===== src/common/fill_pkg.sv =====
// package for the connection memory block fill controller
package fill_pkg;
    localparam logic [23:0] OFS_FILL_VALUE  = 24'h04_0288;
    localparam logic [23:0] OFS_FILL_TRIG   = 24'h04_028c;
    localparam logic [23:0] OFS_IRQ_STATUS  = 24'h04_0290;
    localparam logic [23:0] OFS_IRQ_MASK    = 24'h04_0294;
    localparam logic [23:0] OFS_MEM_ACCESS  = 24'h04_0298;
    localparam logic [31:0] FILL_KEY        = 32'h3141_5926;
    localparam int          BIT_BLOCK_BUSY  = 0;
    localparam int          BIT_RESET_BUSY  = 1;
    localparam int          IRQ_BLOCK_DONE  = 0;
    localparam int          IRQ_RESET_DONE  = 1;
    localparam int          IRQ_BUS_FAULT   = 2;
    localparam int          IRQ_W           = 3;
    localparam logic [31:0] FILL_RESET_VAL  = 32'h0000_0000;
    localparam int          FILL_TIME_NS    = 120000;
    localparam int          CLK_PERIOD_PS   = 4000;
    localparam int          FILL_CYCLES     = (FILL_TIME_NS * 1000)
                                              / CLK_PERIOD_PS;

    typedef enum {ST_IDLE, ST_FILL} fill_state_t;

    typedef struct packed {
        logic        we;
        logic [14:0] addr;
        logic [31:0] data;
    } cm_write_t;
endpackage : fill_pkg


===== src/rtl/cm_block_fill.sv =====
// connection memory block fill controller with avalon-mm slave
// Function
// copy fill value into every location
// automatic fill of zeros after power-up
// value captured at start, later writes ignored
// writing key starts a fill
// request during running fill is discarded
// trigger read bit 0 shows block fill
// trigger read bit 1 shows reset fill
// trigger read bits 31..2 are zero
// memory access during fill gives bus fault
// tdm outputs high impedance during fill
// non-key write changes nothing
//
// Decided for this implementation: register access over Avalon-MM.
`timescale 1ns/1ps
`default_nettype none
module cm_block_fill
    import fill_pkg::*;
#(
    parameter int DEPTH  = 32768,
    parameter int CYCLES = FILL_CYCLES
)(
    // clock and reset
    input  wire logic                 clk_sys,
    input  wire logic                 rst_n,
    input  wire logic                 clk_en,
    // avalon-mm slave
    input  wire logic [23:0]          address,
    input  wire logic                 read,
    input  wire logic                 write,
    input  wire logic [31:0]          writedata,
    input  wire logic [3:0]           byteenable,
    output logic      [31:0]          readdata,
    output logic      [1:0]           response,
    output logic                      waitrequest,
    // connection memory write port
    output fill_pkg::cm_write_t       cm_wr,
    // tdm output control, fault and interrupt
    output logic                      tdm_hiz,
    output logic                      bus_fault_out,
    output logic                      irq
);
    import fill_pkg::*;

    localparam int AW = $clog2(DEPTH);
    localparam int PACE_W = 16;

    // refuse parameters the logic cannot serve
    if (DEPTH < 2 || DEPTH > 32768)
    begin : g_depth_bad
        $error("DEPTH out of range");
    end
    if (CYCLES < 1 || CYCLES / DEPTH >= 2 ** PACE_W)
    begin : g_cycles_bad
        $error("CYCLES out of range");
    end

    // spread the writes so the whole fill spans CYCLES;
    // at least one cycle per write, so a short CYCLES stretches the fill
    localparam int PACE = (CYCLES >= DEPTH) ? CYCLES / DEPTH : 1;

    fill_state_t       state;
    logic [31:0]       fill_value;
    logic [31:0]       fill_word;
    logic [AW-1:0]     fill_addr;
    logic [PACE_W-1:0] pace_cnt;
    logic              reset_busy;
    logic              block_busy;
    logic              fill_last;
    logic              fill_done;
    logic [IRQ_W-1:0]  irq_status;
    logic [IRQ_W-1:0]  irq_mask;
    logic [IRQ_W-1:0]  irq_set;
    logic              start_req;
    logic              bus_req;
    logic              acc_fault;
    logic              hit_value;
    logic              hit_trig;
    logic              hit_stat;
    logic              hit_mask;
    logic              hit_mem;
    logic [31:0]       wmask;

    assign bus_req = (read || write) && waitrequest && clk_en;

    // byte lane mask from byteenable
    always_comb
    begin
        for (int i = 0; i < 4; i++)
            wmask[i*8 +: 8] = {8{byteenable[i]}};
    end

    // address decoding
    always_comb
    begin
        hit_value = 1'b0;
        hit_trig  = 1'b0;
        hit_stat  = 1'b0;
        hit_mask  = 1'b0;
        hit_mem   = 1'b0;
        if (address == OFS_FILL_VALUE)
            hit_value = 1'b1;
        else if (address == OFS_FILL_TRIG)
            hit_trig = 1'b1;
        else if (address == OFS_IRQ_STATUS)
            hit_stat = 1'b1;
        else if (address == OFS_IRQ_MASK)
            hit_mask = 1'b1;
        else if (address == OFS_MEM_ACCESS)
            hit_mem = 1'b1;
    end

    // key write while idle starts a fill
    assign start_req = bus_req && write && hit_trig
                       && writedata == FILL_KEY
                       && state == ST_IDLE;
    assign acc_fault = bus_req && hit_mem
                       && (state != ST_IDLE);
    assign fill_last = (fill_addr == AW'(DEPTH - 1))
                       && (pace_cnt == '0);
    assign fill_done = state == ST_FILL && fill_last;

    // fill value register
    always_ff @(posedge clk_sys or negedge rst_n)
    begin
        if (!rst_n)
            fill_value <= FILL_RESET_VAL;
        else if (clk_en && bus_req && write && hit_value)
            fill_value <= (fill_value & ~wmask) | (writedata & wmask);
    end

    // fill sequencer
    always_ff @(posedge clk_sys or negedge rst_n)
    begin
        if (!rst_n)
        begin
            state      <= ST_FILL;
            fill_word  <= FILL_RESET_VAL;
            fill_addr  <= '0;
            pace_cnt   <= PACE_W'(PACE - 1);
            reset_busy <= 1'b1;
            block_busy <= 1'b0;
        end
        else if (clk_en)
        begin
            case (state)
                ST_IDLE:
                begin
                    if (start_req)
                    begin
                        state      <= ST_FILL;
                        fill_word  <= fill_value;
                        fill_addr  <= '0;
                        pace_cnt   <= PACE_W'(PACE - 1);
                        block_busy <= 1'b1;
                    end
                end
                ST_FILL:
                begin
                    if (pace_cnt != '0)
                        pace_cnt <= pace_cnt - 1'b1;
                    else
                    begin
                        pace_cnt  <= PACE_W'(PACE - 1);
                        fill_addr <= fill_addr + 1'b1;
                    end
                    if (fill_last)
                    begin
                        state      <= ST_IDLE;
                        reset_busy <= 1'b0;
                        block_busy <= 1'b0;
                    end
                end
                default:
                    state <= ST_IDLE;
            endcase
        end
    end

    // connection memory write port
    always_ff @(posedge clk_sys or negedge rst_n)
    begin
        if (!rst_n)
            cm_wr <= '0;
        else if (clk_en)
        begin
            cm_wr.we   <= state == ST_FILL && pace_cnt == '0;
            cm_wr.addr <= 15'(fill_addr);
            cm_wr.data <= fill_word;
        end
    end

    // tdm high impedance during block fill
    always_ff @(posedge clk_sys or negedge rst_n)
    begin
        if (!rst_n)
            tdm_hiz <= 1'b1;
        else if (clk_en)
            tdm_hiz <= start_req
                       || (state == ST_FILL && !fill_last);
    end

    // interrupt status, write one to clear, set wins
    always_comb
    begin
        irq_set = '0;
        irq_set[IRQ_BLOCK_DONE] = fill_done && block_busy;
        irq_set[IRQ_RESET_DONE] = fill_done && reset_busy;
        irq_set[IRQ_BUS_FAULT]  = acc_fault;
    end

    always_ff @(posedge clk_sys or negedge rst_n)
    begin
        if (!rst_n)
            irq_status <= '0;
        else if (clk_en)
        begin
            if (bus_req && write && hit_stat)
                irq_status <= (irq_status & ~writedata[IRQ_W-1:0])
                              | irq_set;
            else
                irq_status <= irq_status | irq_set;
        end
    end

    always_ff @(posedge clk_sys or negedge rst_n)
    begin
        if (!rst_n)
            irq_mask <= '0;
        else if (clk_en && bus_req && write && hit_mask)
            irq_mask <= writedata[IRQ_W-1:0];
    end

    always_ff @(posedge clk_sys or negedge rst_n)
    begin
        if (!rst_n)
            irq <= 1'b0;
        else if (clk_en)
            irq <= |((irq_status | irq_set) & irq_mask);
    end

    // bus answer, one wait cycle then data
    always_ff @(posedge clk_sys or negedge rst_n)
    begin
        if (!rst_n)
        begin
            waitrequest   <= 1'b1;
            readdata      <= '0;
            response      <= 2'b00;
            bus_fault_out <= 1'b0;
        end
        else if (clk_en)
        begin
            waitrequest   <= !bus_req;
            bus_fault_out <= acc_fault;
            response      <= 2'b00;
            readdata      <= '0;
            if (bus_req)
            begin
                if (acc_fault)
                    response <= 2'b10;
                else if (!(hit_value || hit_trig || hit_stat
                           || hit_mask || hit_mem))
                    response <= 2'b11;
                if (read && hit_value)
                    readdata <= fill_value;
                else if (read && hit_trig)
                begin
                    readdata[BIT_BLOCK_BUSY] <= block_busy;
                    readdata[BIT_RESET_BUSY] <= reset_busy;
                end
                else if (read && hit_stat)
                    readdata[IRQ_W-1:0] <= irq_status;
                else if (read && hit_mask)
                    readdata[IRQ_W-1:0] <= irq_mask;
            end
        end
    end
endmodule : cm_block_fill
`default_nettype wire


===== config.mk =====
export PLATFORM = sky130hd
export DESIGN_NAME = cm_block_fill
export DESIGN_NICKNAME = d
export VERILOG_FILES = /design/src/common/fill_pkg.sv /design/src/rtl/cm_block_fill.sv
export SDC_FILE = /design/constraint.sdc
export NUM_CORES = 1
export LEC_CHECK = 0
export ABC_AREA = 1
export BUFFER_PORTS_ARGS = -buffer_cell sky130_fd_sc_hd__buf_2
export CORE_ASPECT_RATIO = 1.25
export CORE_UTILIZATION = 61
export DETAILED_ROUTE_END_ITERATION = 7
export GPL_ROUTABILITY_DRIVEN = 0
export GPL_TIMING_DRIVEN = 0
export PLACE_DENSITY_LB_ADDON = 0.12
export SLEW_MARGIN = 20
export SYNTH_ARGS = -nofsm -noshare
export SYNTH_HDL_FRONTEND = slang
export SYNTH_SLANG_ARGS = --single-unit
export TNS_END_PERCENT = 50

===== constraint.sdc =====
create_clock -name clk_sys -period 2.9 [get_ports clk_sys]
set_clock_uncertainty 0.2 [all_clocks]
set_input_delay 0.435 -clock clk_sys [delete_from_list [all_inputs] [get_ports clk_sys]]
set_output_delay 0.435 -clock clk_sys [all_outputs]
set_load 0.02 [all_outputs]

======== Yosys cells after proc, flatten, opt, wreduce, memory -nomap -nowiden ========
Index checks and enable logic that the tools add are counted.
storage, ports and cells
  flip-flop bits (word level) ............. 221
  input port bits ......................... 65
  output and inout bits ................... 86
  logic and storage cells ................. 123
operators by class
  add/subtract/negate cells ............... 2
  equality and inequality tests ........... 12
  mux-type cells .......................... 38
  bitwise gates (word level) .............. 9
  reduce and logical (&&, ||, !) cells .... 44
operators with widths
  cell                                                   number
  equality test 24 x 19 -> 1 bit, second input constant  5
  two-way mux 32 bit                                     3
  bitwise AND 32 bit                                     2
  logical NOT 32 bit                                     2
  one-hot mux 32 bit (2 select lines)                    1
  equality test 32 x 1 -> 1 bit, second input constant   1
  equality test 32 x 2 -> 1 bit, second input constant   1
  equality test 32 x 30 -> 1 bit, second input constant  1
  two-way mux 16 bit                                     2
  inverter 32 bit                                        1
  bitwise OR 32 bit                                      1
  one-hot mux 16 bit (2 select lines)                    1
  nonzero test 32 bit                                    1
  two-way mux 15 bit                                     2
  one-hot mux 15 bit (2 select lines)                    1
  two-way mux 29 bit                                     1
  logical AND 1 bit                                      23
  two-way mux 1 bit                                      18
  logical NOT 16 bit                                     1
  nonzero test 16 bit                                    1
  subtractor 16 x 1 -> 16 bit, second input constant     1
  adder 15 x 1 -> 15 bit, second input constant          1
  equality test 15 bit, second input constant            1
  two-way mux 3 bit                                      4
  12 further kinds                                       29

======== Longest topological paths before layout ========
  depth after elaboration ................. 11
  depth in mapped cells ................... 13
  mapped depth without buffers ............ 12

======== Worst setup path after synthesis ========
OpenSTA, ideal clock, no wires.
  path type ............................... flip-flop to flip-flop
  from .................................... reg pace_cnt[0]
  to ...................................... reg pace_cnt[11]
  setup time .............................. 129 ps
  arrival time ............................ 1594 ps
  data required time ...................... 2571 ps
  path slack .............................. 977 ps
  stages on the path, launching flop included .. 11
  buffers on the path ..................... 1
  period minus slack after synthesis ...... 1923 ps
  path through ............................ dfrtp_1 inv_1 ha_1 nand3_1 nor2_2 nand2_1 nor2_2 nand3_1 nand2_2 buf_4 o22ai_1
between the ends
  longest elaborated chain between the ends .. 3
  elaborated cells on any way between the ends .. 4
  classes of those cells .................. add/sub: 1; mux: 2; reduce/logical: 1
ends and longest elaborated chain
  element                                                             line                                        source
  from (decl)                                                         cm_block_fill.sv:67                         logic [PACE_W-1:0] pace_cnt;
  from (signal assigned)                                              cm_block_fill.sv:141                        pace_cnt <= PACE_W'(PACE - 1);
  from (signal assigned)                                              cm_block_fill.sv:155                        pace_cnt <= PACE_W'(PACE - 1);
  from (signal assigned)                                              cm_block_fill.sv:162                        pace_cnt <= pace_cnt - 1'b1;
  subtractor 16 x 1 -> 16 bit or nonzero test 16 bit (tied branches)  cm_block_fill.sv:162, cm_block_fill.sv:161
  two-way mux 16 bit (*)                                              cm_block_fill.sv:161                        if (pace_cnt != '0)
  one-hot mux 16 bit (2 select lines) (*)                             cm_block_fill.sv:147                        case (state)
Every way passes the cells marked *; elsewhere a longest branch is shown, timed or not.
A chain may end at the register's enable or synchronous reset.

======== Worst setup path after layout ========
  from .................................... reg pace_cnt[0]
  to ...................................... reg fill_addr[4]
between the ends
  longest elaborated chain between the ends .. 3
ends and longest elaborated chain
  element                        line                  source
  nonzero test 16 bit            cm_block_fill.sv:161
  != test 2 bit (no line)        n/a
  AND reduction 4 bit (no line)  n/a
  to (signal assigned)           cm_block_fill.sv:166  fill_addr <= fill_addr + 1'b1;
  to (decl)                      cm_block_fill.sv:66   logic [AW-1:0] fill_addr;
Every way passes these cells.

==> impl_results.md <==
- Outcome: finished clean
- Total number of yosys warnings: 0
- Post-CTS setup buffers: 0
- Final non-filler cell total: 1448
- DR iter-0 viols: 508
- DR WL/cell: 14.9 µm
- Reg clk slew, reported paths: approximately 0.07 ns
- Worst skew pair latency: about 0.43 ns
- Post-synthesis cell type count: 34
- Cell Area, Synth: 8930 µm²
- Worst setup SP type: flip-flop
- Reg2Reg Depth: 11
- Setup crit start: pace_cnt[0]
- Vias in the first global route: 7229
- Final period util: 0.783
- CTS sink cnt: 190
- Hold Fails Final Rpt: 0
- Max Clk Rate: 440 MHz
- Top Ports: 151
- Placed insts: 1416
- WP data arrival: approximately 2.4 ns
- Setup slack after layout: 0.629 ns
- RSZ-0062 raised after global routing: no
- Final Net Count: 1325
- Slew of the pin with the lowest slew margin: ~0.85 ns
- Via count: 7627
- CP Capture Type: flip-flop
- Synth Instances: 1088
- Worst slack at placement: 0.480 ns
- Reg2reg end: fill_addr[4]
- Commonest non-fill, non-tap cell in the layout: nand2_1
- Final min period: around 2.3 ns
- FF+latch area: roughly 4800 µm²
- Syn nets: 1155
- Clock Root Buffer: clkbuf_16
- Port buffer count: ~150
- Die area: approximately 15000 µm²
- Layout cells sized above 1: 0.207
- Ranking of synthesized cells by area: dfrtp_1, nand2_1, inv_1
- Largest net degree at the start of global routing: 101
- Vias/cell: 5.27
- Relative slew slack: 0.435
- TritonCTS clock tree: done
- Max FO, Critical Path: 7
- CTS Buffer Depth: 2
- Number of antenna violations at the first check in global routing: 1
- Global-route wire length before repair: 34600 µm
- Final Util: 0.736
- Initial Util: 0.623
- Area taken by multi-input logic gates: 3490 µm²
- WP data required: 3.03 ns
- #FFs+latches synth: 190
- Post-CTS sizing: 0
- Core area: 14300 µm²
- Die Y: 137 µm
- Die width: 110 µm
- Most frequent cells in the layout: nand2_1, dfrtp_1, buf_2, inv_1, nor2_1
- Detailed Place HPWL: roughly 16000 µm
- Area growth from synthesis to layout: 18.1%
- DRC viols: 0
- Cts bufs inserted: 17
- R2r setup slk: 0.63 ns
- Post-route ant nets: 0
- Aggregate global routing overflow: 0
- Synth area leader: dfrtp_1
- Placement Cell Area: 9940 µm²
- Share of the synthesized area in the top cell type: 0.521
- Inserted Diodes: 0
- Hold Path Class: in -> reg
- Final setup fails: 0
- Filler cells: ~1100
- RR Startpoint: pace_cnt[0]
- Overall routing resource usage: 0.304
- FP Rows: 49
- Fin. max-slew vios: 0
- Kind of critical path: reg -> reg
- Final non-filler cell area: around 11000 µm²
- Max-cap viol count: 0
- Drt first pass iters: 5
- CTS H-tree depth: 4
- Avg Cell Area, Syn: 8.21 µm²
- Tot Pwr: ~5300 µW
- Leakage: roughly 0.0055 µW
- Crit path to: fill_addr[4]
- Sequential area share after synthesis: 0.533
- Max VDD drop: between 0.4 and 0.5 mV
- Power per cell area: 505 nW/µm²
- Drt total wl: 21600 µm
## worst min path at each step
stage | slack [ns] | startpoint | cells past startpoint | endpoint
after floorplan | -0.06 | rst_n | 0 | asynchronous set/reset pin
after CTS | 0.06 | writedata[22] | 3 | flip-flop
after global routing | 0.07 | writedata[22] | 3 | flip-flop
final | 0.07 | writedata[22] | 3 | flip-flop
after global placement | 0.25 | cm_wr[15] | 2 | cm_wr[15]
after detailed placement | 0.25 | cm_wr[41] | 2 | cm_wr[41]
## what timing repair did
action / CTS / global route
hold buffers: 1 / 0
endpoints found under the hold margin: 98 / 0
setup endpoints to repair: 0 / 0
## layer usage
metal,share of wire,vias up,global-route usage
met5,0.00060,-,0
met4,0.022,2,0.112
met3,0.044,42,0.0530
met2,0.52,233,0.529
met1,0.42,3583,0.376
li1,-,3767,-
## power breakdown
group / total (µW) / switching [µW] / internal (µW) / leakage [µW]
clock network: 2390 / 1020 / 1380 / 0.000285
logic: 274 / 202 / 71.9 / 0.00270
registers: 2660 / 4.02 / 2660 / 0.00253
total: 5330 / 1220 / 4110 / 0.00552
## synth_stat cells
library cell and n:
dfstp_2 4, nor2_1 85, nor3_1 16, nand3_1 41, ha_1 2, o21ai_2 25
nand2_4 5, inv_1 120, o21ai_1 31, o22ai_1 14, inv_2 1, clkbuf_2 1
nand3_2 4, nand3b_1 1, o211ai_1 1, buf_4 4, xor2_1 20, o21ai_0 51
nand2_1 378, nor2_2 7, a21oi_1 5, buf_2 4, and2_1 1, nand4_1 30
nand2_2 11, xnor2_1 1, dfrtp_1 186, clkbuf_1 22, a21oi_2 4, buf_6 8
nor3_4 1, nor2_8 1, nor2_4 2, nor4_1 1
## worst max-delay path, stage by stage, from the launching register on
cell and delay, ns:
dfrtp_1 0.39, inv_1 0.08, ha_1 0.21, nand3_1 0.15, nor2_2 0.19, nand2_1 0.10, nor2_2 0.17, nand3_2 0.17
nor3_1 0.26, nand2_1 0.09, nand2_1 0.08, nor2_1 0.05
## cells by family after synthesis
logic type      synth area share
fa+ha+maj                0.00280
flops                      0.533
simple gates               0.280
buf+inv                   0.0763
compound gates            0.0878
xor+xnor                  0.0206
## cell type report
cell class                 count  area share
multi-input combinational    738       0.331
buffer                        39      0.0216
clock buffer                  18      0.0416
sequential                   190       0.451
inverter                     121      0.0430
timing repair buffer         151      0.0752
clock inverter                13      0.0156
tap                          178      0.0211
## per-stage QoR
step / hold WS (ns) / setup TNS (ns)
after floorplan: -0.0606 / 0
after global placement: 0.249 / -340.39
after detailed placement: 0.253 / 0
after CTS: 0.0575 / 0
after global routing: 0.0664 / 0
final: 0.0696 / 0
Power figures use the tool's default switching activity.
